===== src/usch_defines.vh =====
// Purpose: constants for the synchronous link controller (usch)
// Assumes: classic Wishbone slave with 32-bit data and byte addresses
// Notes: one aligned word per register, unused bits read as zero
`ifndef USCH_DEFINES_VH
`define USCH_DEFINES_VH

`define USCH_ADR_CTRL 8'h00
`define USCH_ADR_BAUD 8'h04
`define USCH_ADR_TX 8'h08
`define USCH_ADR_RX 8'h0c
`define USCH_ADR_STAT 8'h10

`define USCH_CTRL_EN 0
`define USCH_CTRL_MASTER 1
`define USCH_CTRL_INV 2
`define USCH_CTRL_PHASE 3
`define USCH_CTRL_OD 4
`define USCH_CTRL_LSB 5
`define USCH_CTRL_W 6

`define USCH_STAT_BUSY 0
`define USCH_STAT_DONE 1

`define USCH_CTRL_RST 6'h00
`define USCH_BAUD_RST 16'h0100
`define USCH_INT_HI 15
`define USCH_INT_LO 6

// half period floor in mclk cycles; covers our own round trip of three
// cycles and gives the far end at least two samples per phase
`define USCH_MIN_HALF 10'h004
`define USCH_EDGES 5'h10
// mclk cycles without a far clock edge before a slave frame is dropped
`define USCH_IDLE_MAX 8'hc0

`endif


===== src/usch_sync2.v =====
// Purpose: two flip-flop synchroniser for one pin level
// Assumes: input may change at any time relative to mclk
// Notes: first stage is read only by the second stage
`timescale 1ns/100ps
module usch_sync2 #(
	parameter RST_VAL = 1'b0
) (
	input wire mclk,
	input wire rst,
	input wire d,
	output reg q
);
	reg meta;

	always @(posedge mclk or posedge rst) begin
		if (rst) begin
			meta <= RST_VAL;
			q <= RST_VAL;
		end else begin
			meta <= d;
			q <= meta;
		end
	end
endmodule


===== src/usch_host.v =====
// Purpose: remote synchronous serial partner of a serial port clock block
// Assumes: mclk 200 MHz, rst asynchronous active high, Wishbone classic
// Notes: either makes the transfer clock or follows the device's clock
`timescale 1ns/100ps
`include "usch_defines.vh"
module usch_host (
	input wire mclk,
	input wire rst,
	input wire wb_cyc_i,
	input wire wb_stb_i,
	input wire wb_we_i,
	input wire [7:0] wb_adr_i,
	input wire [3:0] wb_sel_i,
	input wire [31:0] wb_dat_i,
	output reg [31:0] wb_dat_o,
	output reg wb_ack_o,
	input wire transfer_clock_pin_i,
	output reg transfer_clock_pin_o,
	output reg transfer_clock_pin_oe,
	input wire rxd_i,
	output reg txd_o,
	output reg txd_oe
);
	localparam ST_IDLE = 1'b0;
	localparam ST_RUN = 1'b1;

	reg [`USCH_CTRL_W-1:0] ctrl;
	reg [15:0] baud;
	reg [7:0] tx_sh;
	reg [7:0] rx_sh;
	reg [7:0] rx_data;
	reg done;
	reg state;
	reg [4:0] edge_cnt;
	reg [9:0] half_cnt;
	reg clk_gen;
	reg txd_val;
	reg xck_prev;
	reg [7:0] idle_cnt;
	wire xck_s;
	wire rxd_s;
	wire en;
	wire master;
	wire inv;
	wire phase;
	wire od;
	wire lsb;
	wire busy;
	wire wb_req;
	wire wr;
	wire [9:0] half_raw;
	wire [9:0] half;
	wire gen_tick;
	wire edge_any;
	wire edge_lead;
	wire edge_trail;
	wire do_sample;
	wire do_setup;
	wire tx_start;
	wire done_clr;
	reg [7:0] tx_load;
	reg [7:0] rx_out;
	integer i;

	assign en = ctrl[`USCH_CTRL_EN];
	assign master = ctrl[`USCH_CTRL_MASTER];
	assign inv = ctrl[`USCH_CTRL_INV];
	assign phase = ctrl[`USCH_CTRL_PHASE];
	assign od = ctrl[`USCH_CTRL_OD];
	assign lsb = ctrl[`USCH_CTRL_LSB];
	assign busy = (state == ST_RUN);

	usch_sync2 #(.RST_VAL(1'b0)) u_sync_xck (
		.mclk(mclk),
		.rst(rst),
		.d(transfer_clock_pin_i),
		.q(xck_s)
	);

	usch_sync2 #(.RST_VAL(1'b1)) u_sync_rxd (
		.mclk(mclk),
		.rst(rst),
		.d(rxd_i),
		.q(rxd_s)
	);

	assign wb_req = wb_cyc_i & wb_stb_i & ~wb_ack_o;
	assign wr = wb_req & wb_we_i;
	assign tx_start = wr & (wb_adr_i == `USCH_ADR_TX) & wb_sel_i[0] &
		en & ~busy;
	assign done_clr = wr & (wb_adr_i == `USCH_ADR_STAT) & wb_sel_i[0] &
		wb_dat_i[`USCH_STAT_DONE];

	// only the integer field sets a synchronous rate; fraction ignored
	assign half_raw = baud[`USCH_INT_HI:`USCH_INT_LO];
	// the pin register plus the rxd synchroniser put our view of the data
	// three cycles behind the pin, so a shorter phase would take a stale bit
	assign half = (half_raw < `USCH_MIN_HALF) ? `USCH_MIN_HALF :
		half_raw;
	assign gen_tick = busy & master & (half_cnt == 10'h001);

	// edges come from our own divider or from the far clock, never both
	assign edge_any = master ? gen_tick :
		(busy & (xck_s != xck_prev));
	assign edge_lead = edge_any & (master ? (clk_gen == inv) :
		(xck_prev == inv));
	assign edge_trail = edge_any & ~edge_lead;
	// far clock and rxd go through equal synchronisers, so in slave mode a
	// sample lines up with the edge that called for it
	assign do_sample = phase ? edge_trail : edge_lead;
	assign do_setup = phase ? edge_lead : edge_trail;

	always @* begin
		tx_load = wb_dat_i[7:0];
		rx_out = rx_data;
		for (i = 0; i < 8; i = i + 1) begin
			if (lsb) begin
				tx_load[i] = wb_dat_i[7-i];
				rx_out[i] = rx_data[7-i];
			end
		end
	end

	always @(posedge mclk or posedge rst) begin
		if (rst) begin
			wb_ack_o <= 1'b0;
			wb_dat_o <= 32'h00000000;
		end else begin
			wb_ack_o <= wb_req;
			wb_dat_o <= 32'h00000000;
			// unmapped reads fall through and return zero
			if (wb_req & ~wb_we_i) begin
				if (wb_adr_i == `USCH_ADR_CTRL) begin
					wb_dat_o[`USCH_CTRL_W-1:0] <= ctrl;
				end else if (wb_adr_i == `USCH_ADR_BAUD) begin
					wb_dat_o[15:0] <= baud;
				end else if (wb_adr_i == `USCH_ADR_RX) begin
					wb_dat_o[7:0] <= rx_out;
				end else if (wb_adr_i == `USCH_ADR_STAT) begin
					wb_dat_o[`USCH_STAT_BUSY] <= busy;
					wb_dat_o[`USCH_STAT_DONE] <= done;
				end
			end
		end
	end

	// settings are frozen while a frame runs so both ends stay aligned
	// no interrupt leaves this block, so setup writes run undisturbed
	always @(posedge mclk or posedge rst) begin
		if (rst) begin
			ctrl <= `USCH_CTRL_RST;
			baud <= `USCH_BAUD_RST;
		end else if (wr & ~busy) begin
			if (wb_adr_i == `USCH_ADR_CTRL) begin
				if (wb_sel_i[0]) begin
					ctrl <= wb_dat_i[`USCH_CTRL_W-1:0];
				end
			end else if (wb_adr_i == `USCH_ADR_BAUD) begin
				if (wb_sel_i[0]) begin
					baud[7:0] <= wb_dat_i[7:0];
				end
				if (wb_sel_i[1]) begin
					baud[15:8] <= wb_dat_i[15:8];
				end
			end
		end
	end

	always @(posedge mclk or posedge rst) begin
		if (rst) begin
			state <= ST_IDLE;
			edge_cnt <= 5'h00;
			half_cnt <= 10'h000;
			clk_gen <= 1'b0;
			tx_sh <= 8'h00;
			rx_sh <= 8'h00;
			rx_data <= 8'h00;
			txd_val <= 1'b1;
			done <= 1'b0;
			xck_prev <= 1'b0;
			idle_cnt <= 8'h00;
		end else begin
			xck_prev <= xck_s;
			if (done_clr) begin
				done <= 1'b0;
			end
			case (state)
			ST_IDLE: begin
				clk_gen <= inv;
				half_cnt <= half;
				idle_cnt <= 8'h00;
				txd_val <= 1'b1;
				if (tx_start) begin
					state <= ST_RUN;
					edge_cnt <= 5'h00;
					tx_sh <= tx_load;
					if (!phase) begin
						txd_val <= tx_load[7];
					end
				end
			end
			ST_RUN: begin
				if (master) begin
					if (gen_tick) begin
						half_cnt <= half;
						clk_gen <= ~clk_gen;
					end else begin
						half_cnt <= half_cnt - 10'h001;
					end
				end
				// a far clock that stops mid-frame would leave busy set and
				// settings frozen; the cost is a floor on the far clock rate
				if (!master) begin
					if (edge_any) begin
						idle_cnt <= 8'h00;
					end else if (idle_cnt == `USCH_IDLE_MAX) begin
						state <= ST_IDLE;
					end else begin
						idle_cnt <= idle_cnt + 8'h01;
					end
				end
				if (do_sample) begin
					rx_sh <= {rx_sh[6:0], rxd_s};
				end
				if (do_setup) begin
					if (phase) begin
						txd_val <= tx_sh[7];
						tx_sh <= {tx_sh[6:0], 1'b1};
					end else begin
						txd_val <= tx_sh[6];
						tx_sh <= {tx_sh[6:0], 1'b1};
					end
				end
				if (edge_any) begin
					edge_cnt <= edge_cnt + 5'h01;
					// the sixteenth edge closes the frame; a last sample may land
					if (edge_cnt == `USCH_EDGES - 5'h01) begin
						state <= ST_IDLE;
						done <= 1'b1;
						if (do_sample) begin
							rx_data <= {rx_sh[6:0], rxd_s};
						end else begin
							rx_data <= rx_sh;
						end
					end
				end
			end
			default: begin
				state <= ST_IDLE;
			end
			endcase
		end
	end

	// pin outputs registered; data line idles high, clock at idle level
	always @(posedge mclk or posedge rst) begin
		if (rst) begin
			transfer_clock_pin_o <= 1'b0;
			transfer_clock_pin_oe <= 1'b0;
			txd_o <= 1'b1;
			txd_oe <= 1'b0;
		end else begin
			transfer_clock_pin_o <= busy ? clk_gen : inv;
			transfer_clock_pin_oe <= en & master;
			// open drain only ever pulls low; the pull-up makes the high level
			if (od) begin
				txd_o <= 1'b0;
				txd_oe <= en & ~txd_val;
			end else begin
				txd_o <= txd_val;
				txd_oe <= en;
			end
		end
	end
endmodule


===== config.mk =====
export PLATFORM = sky130hd
export DESIGN_NAME = usch_host
export DESIGN_NICKNAME = d
export VERILOG_FILES = /design/src/usch_sync2.v /design/src/usch_host.v
export VERILOG_INCLUDE_DIRS = /design/src /design/src/src
export SDC_FILE = /design/constraint.sdc
export NUM_CORES = 1
export LEC_CHECK = 0
export BUFFER_PORTS_ARGS = -buffer_cell sky130_fd_sc_hd__buf_2
export CAP_MARGIN = 30
export CORE_MARGIN = 4
export CORE_UTILIZATION = 51
export DETAILED_ROUTE_END_ITERATION = 6
export PLACE_DENSITY = 0.77
export SYNTH_ARGS = -nofsm -noshare
export SYNTH_HDL_FRONTEND = slang
export SYNTH_SLANG_ARGS = --single-unit

===== constraint.sdc =====
create_clock -name mclk -period 3.5 [get_ports mclk]
set_input_delay 0.7 -clock mclk [delete_from_list [all_inputs] [get_ports mclk]]
set_output_delay 0.7 -clock mclk [all_outputs]
set_load 0.005 [all_outputs]

After elaboration in Yosys (flattened, before gate mapping):

Cells that the tools add are included.

* $add $sub $neg: 3
* multiply operators: 0
* div/mod/pow operators: 0
* magnitude comparators: 1
* equal/unequal tests: 17
* shifts and indexed selects: 0
* mux-type cells: 65
* bitwise logic cells: 26
* reductions and logical operators: 9

Operators by type and width (count)
* two-way mux 8 bit: 8
* two-way mux 10 bit: 4
* two-way mux 1 bit: 39
* case mux 8 bit (2 select lines): 2
* case mux 10 bit (2 select lines): 1
* AND 1 bit: 19
* == test 8 x 4 -> 1 bit, second input constant: 2
* two-way mux 16 bit: 1
* two-way mux 6 bit: 2
* == test 10 x 1 -> 1 bit, second input constant: 1
* less-than comparator 10 x 3 -> 1 bit, second input constant: 1
* two-way mux 5 bit: 2
* case mux 5 bit (2 select lines): 1
* subtractor 10 x 1 -> 10 bit, second input constant: 1
* adder 8 x 1 -> 8 bit, second input constant: 1
* == test 8 x 3 -> 1 bit, second input constant: 1
* == test 8 x 5 -> 1 bit, second input constant: 1
* == test 8 bit, second input constant: 1
* logical NOT 8 bit: 1
* AND reduction 2 bit: 4
* AND reduction 4 bit: 2
* NOT 1 bit: 7
* != test 2 x 1 -> 1 bit, second input constant: 3
* != test 2 bit, second input constant: 3
* 8 further kinds: 13

* register bits: 99
* latch bits: 0
* memory bits (writable): 0
* memory bits (read-only): 0
* logic and storage cells: 145
* memories kept: 0

Longest topological paths before layout:

* depth in word-level cells: 10
* mapped depth: 7
* gate-level depth less buffers: 6

By module:

From an unflattened synthesis, not the netlist that was laid out.

* cells, all modules: 455
* area total of the unflattened synthesis: 4959.8 µm²

By module, submodules not included
* usch_host: instances 1, cells each 449, area an instance 4849.7 µm², sequential area each 2381.0 µm²
* usch_sync2 at u_sync_rxd: instances 1, cells each 3, area an instance 56.3 µm², sequential area each 52.6 µm²
* usch_sync2 at u_sync_xck: instances 1, cells each 3, area an instance 53.8 µm², sequential area each 50.0 µm²

Worst setup path before layout:

No wires, ideal clock.

* path type: input-to-reg
* start point: input port wb_adr_i[4]
* end point: register ctrl[0]
* arrival: 2.382 ns
* required time: 3.375 ns
* path slack: 0.993 ns
* stages: 6
* path buffers: 2
* path through: buf_2 or4_1 or4_1 buf_2 nor2_4 mux2_2

* longest elaborated chain between the ends: 2

RTL lines
* start: declaration: line usch_host.v:12 `input wire [7:0] wb_adr_i,`
* logical NOT 8 bit (no source line)
* AND reduction 3 bit (no source line)
* end signal: assignment: line usch_host.v:151 `` ctrl <= `USCH_CTRL_RST; ``
* end signal: assignment: line usch_host.v:156 `` ctrl <= wb_dat_i[`USCH_CTRL_W-1:0]; ``
* end: declaration: line usch_host.v:27 `` reg [`USCH_CTRL_W-1:0] ctrl; ``

No other way between the ends.
A chain may end at the register's enable or synchronous reset.

Worst setup path in the final report:

* start point: register state (netlist: busy)
* end point: register state (netlist: busy)

* longest elaborated chain between the ends: 8
* elaborated cells between the ends (all ways): 12
* those cells by class: mux: 7; bitwise: 5

RTL lines
* start: declaration: line usch_host.v:33 `reg state;`
* start signal: assignment: line usch_host.v:171 `state <= ST_IDLE;`
* start signal: assignment: line usch_host.v:194 `state <= ST_RUN;`
* start signal: assignment: line usch_host.v:217 `state <= ST_IDLE;`
* AND 1 bit (2 in series): line usch_host.v:100 `assign gen_tick = busy & master & (half_cnt == 10'h001);`
* two-way mux 1 bit: line usch_host.v:103 `assign edge_any = master ? gen_tick :`
* two-way mux 1 bit: line usch_host.v:214 `if (edge_any) begin`
* two-way mux 1 bit: line usch_host.v:213 `if (!master) begin`
* two-way mux 1 bit: line usch_host.v:237 `` if (edge_cnt == `USCH_EDGES - 5'h01) begin ``
* two-way mux 1 bit: line usch_host.v:234 `if (edge_any) begin`
* case mux 1 bit (2 select lines) (*): line usch_host.v:187 `case (state)`

Every way passes the cells marked *; elsewhere a longest branch is shown, timed or not.

==> impl_metrics.py <==
metrics = {
    "yosys": {
        "synth_edf_count": 0,
        "async_flop_share_pct": 100.0,
        "synth_seq_cells": 99,
        "yosys_warnings": 0,
        "synthCells": 458,
        "yosysSeqAreaShare_pct": 49.55,
        "ys.flop_type": "dfrtp_1",
        "synth_area_mm2": 0.005012,
        "synth_area_per_cell_um2": 10.94,
        "synth_cell_types": 67,
    },
    "power": {
        "p_per_area_mw_per_mm2": 593.9,
        "ir_drop_mv": 0.3222,
        "p_leak_nw": 2.543,
    },
    "sta": {
        "rsz0062_at_grt": "false",
        "timing.setup.tns_ns": 0,
        "hold_viol_final": 0,
        "finalSetupViolCount": 0,
        "worstMarginPinSlew_ns": 0.8152,
        "fin_hold_ws_ns": 0.3558,
        "fmax_mhz": 373.3,
        "maxSlewViolCount": 0,
        "slew_headroom_pct": 45.66,
        "period_share_pct": 76.54,
        "period_needed_ns": 2.679,
        "worst_clock_skew_ns": 0.01126,
    },
    "route": {
        "drc": 0,
        "ant_nets": 0,
        "drt_iter0_drc": 252,
        "wl_per_cell_um": 17.49,
        "wl_mm": 11.28,
        "firstDrtPassIters": 5,
        "vias": 3818,
        "vias_per_cell": 5.919,
    },
    "floorplan": {
        "rows": 35,
        "die_y_um": 107.1,
        "fp.dieW_um": 107.1,
        "ios": 88,
        "core_area_mm2": 0.009415,
        "start_util_pct": 53.24,
        "die_area_mm2": 0.01148,
    },
    "worst_setup_path": {
        "crit_required_ns": 3.73,
        "cp_cell_sequence": "nand4b_1 > o32ai_4 > and2_1 > o21ai_0",
        "cp-start-kind": "flip-flop",
        "path_max_fanout": 17,
        "critPathCaptureType": "flip-flop",
        "regToRegStartpoint": "busy",
        "critPathMaxStageDelay_ns": 0.75,
        "cp_top_family": "compound AO/OA/AOI/OAI gates",
        "critical_path_class": "reg2reg",
        "ff2ff_path_depth": 4,
        "cp_slowest_cell": "dfrtp_1",
        "rrSetupSlack_ns": 0.82,
        "r2r-end": "busy",
        "critPathBufInv": 0,
        "arrival_ns": 2.91,
    },
    "clocking": {
        "clk_path_buf_depth": 2,
        "cts.repair.resized": 0,
        "cts_tree": "yes",
        "cts_made_buffers": 9,
        "cts_setup_buffers": 0,
        "clock_latency_ns": 0.37,
        "cts_sinks": 99,
        "cts_root_buf": "clkbuf_8",
        "holdBufCountCts": 0,
        "htreeDepth": 3,
        "cts.clk_slew.worst_paths_ns": 0.10,
    },
    "flow_run": {
        "cap_violations": 0,
    },
    "placement": {
        "dp_hpwl_mm": 7.868,
        "dp.cells": 629,
        "port_buffers": 53,
        "gp_congestion": 0.9106,
    },
    "global_routing": {
        "grt_pass1_wl_mm": 19.18,
        "gr-usage-all-layers_pct": 21.09,
        "grt_pass1_vias": 3756,
        "grt_max_degree": 70,
        "antenna_found_initial": 0,
        "grt.overflow.total": 0,
    },
    "layout": {
        "layout.cells.most_common": "dfrtp_1",
        "layout_common_cells": "dfrtp_1, buf_2, nand2_1",
        "num-nets-final": 568,
        "stdcell_count": 645,
        "diodes": 0,
        "drive_gt1_share_pct": 27.13,
        "syn2layout_area_growth_pct": 12.06,
        "finish.utilization_pct": 59.65,
    },
    "hold_path": {
        "hold_start": "u_sync_xck.meta",
        "hp-class": "reg2reg",
        "hold_depth": 0,
        "min_to": "u_sync_xck.q",
    },
    "status": {
        "status": "completed",
    },
}
==> report_power, final <==
group	switching, mW	total (mW)	internal, mW	leakage (nW)
combinational	0.461	0.839	0.378	1.15
clock	0.418	0.904	0.485	0.123
sequential	0.222	1.59	1.37	1.27
total	1.10	3.34	2.23	2.54
==> registers in the layout, summed over array words and instances (netlist names), 5 cells and up <==
register	count
wb_dat_o	16
rx_sh	8
edge_cnt	5
ctrl	6
baud	16
idle_cnt	8
tx_sh	8
half_cnt	10
rx_data	8
==> through the flow <==
step	total power, mW	cell area, µm²	worst slack, ns
6_report	3.336	5617	0.8212
5_1_grt	3.532	5617	0.7175
4_1_cts	3.337	5617	0.8732
3_5_place_dp	2.435	5370	0.7900
3_3_place_gp	2.388	5370	0.8116
2_1_floorplan	2.191	5069	0.2178
==> cell type report <==
cell class | count | area (µm²)
repair buffers | 63 | 340.3
flip-flops and latches | 99 | 2484
clock buffers | 10 | 127.6
inverters | 11 | 43.79
clock inverters | 6 | 118.9
well taps | 129 | 161.4
fillers | 777 | 3799
multi-input cells | 327 | 2341
==> Yosys cell counts (8+ instances only) <==
master,instances,area [µm²]
a21oi_1,19,95.09
a31oi_1,11,68.82
and2_1,10,62.56
buf_4,16,120.1
clkbuf_1,13,48.80
dfrtp_1,94,2352
inv_1,10,37.54
mux2_2,41,461.7
mux2i_1,17,170.2
nand2_1,47,176.4
nand3_1,12,60.06
nor2_1,16,60.06
nor3_1,8,40.04
nor4_1,12,75.07
o21ai_0,11,55.05
xnor2_1,9,78.83
==> kinds of logic (layout without fill, tap and decap cells) <==
| group | count (synthesis) | count (layout) | synth area share, % |
|---|---|---|---|
| and+or+nand+nor | 148 | 148 | 16.48 |
| xor gates and xnor gates | 13 | 13 | 2.272 |
| other | 1 | 16 | 0.07482 |
| buffers and inverters | 47 | 90 | 4.868 |
| DFF | 99 | 99 | 49.55 |
| muxes | 58 | 58 | 12.61 |
| AOI/OAI and AO/OA | 86 | 86 | 12.66 |
| adders and majority gates | 6 | 6 | 1.498 |
==> metal layers <==
layer | global-route usage, % | wire length [µm] | vias to the layer above
li1 | - | - | 1741
met1 | 27.81 | 4708 | 1894
met2 | 34.81 | 5642 | 151
met3 | 4.816 | 671 | 32
met4 | 6.210 | 259 | 0
met5 | 0 | 0 | -
==> how the worst max path moves through the flow <==
| stage | from | endpoint | slack, ns | depth (start not counted) |
|---|---|---|---|---|
| global route | busy | busy | 0.72 | 4 |
| floorplan | rst | baud[0] | 0.22 | 1 |
| finish | busy | busy | 0.82 | 4 |
| global placement | wb_adr_i[4] | ctrl[1] | 0.81 | 5 |
| CTS | half_cnt[4] | busy | 0.87 | 4 |
| detailed placement | wb_adr_i[4] | ctrl[1] | 0.79 | 5 |
Note: power is estimated with default switching activity, not from simulation.
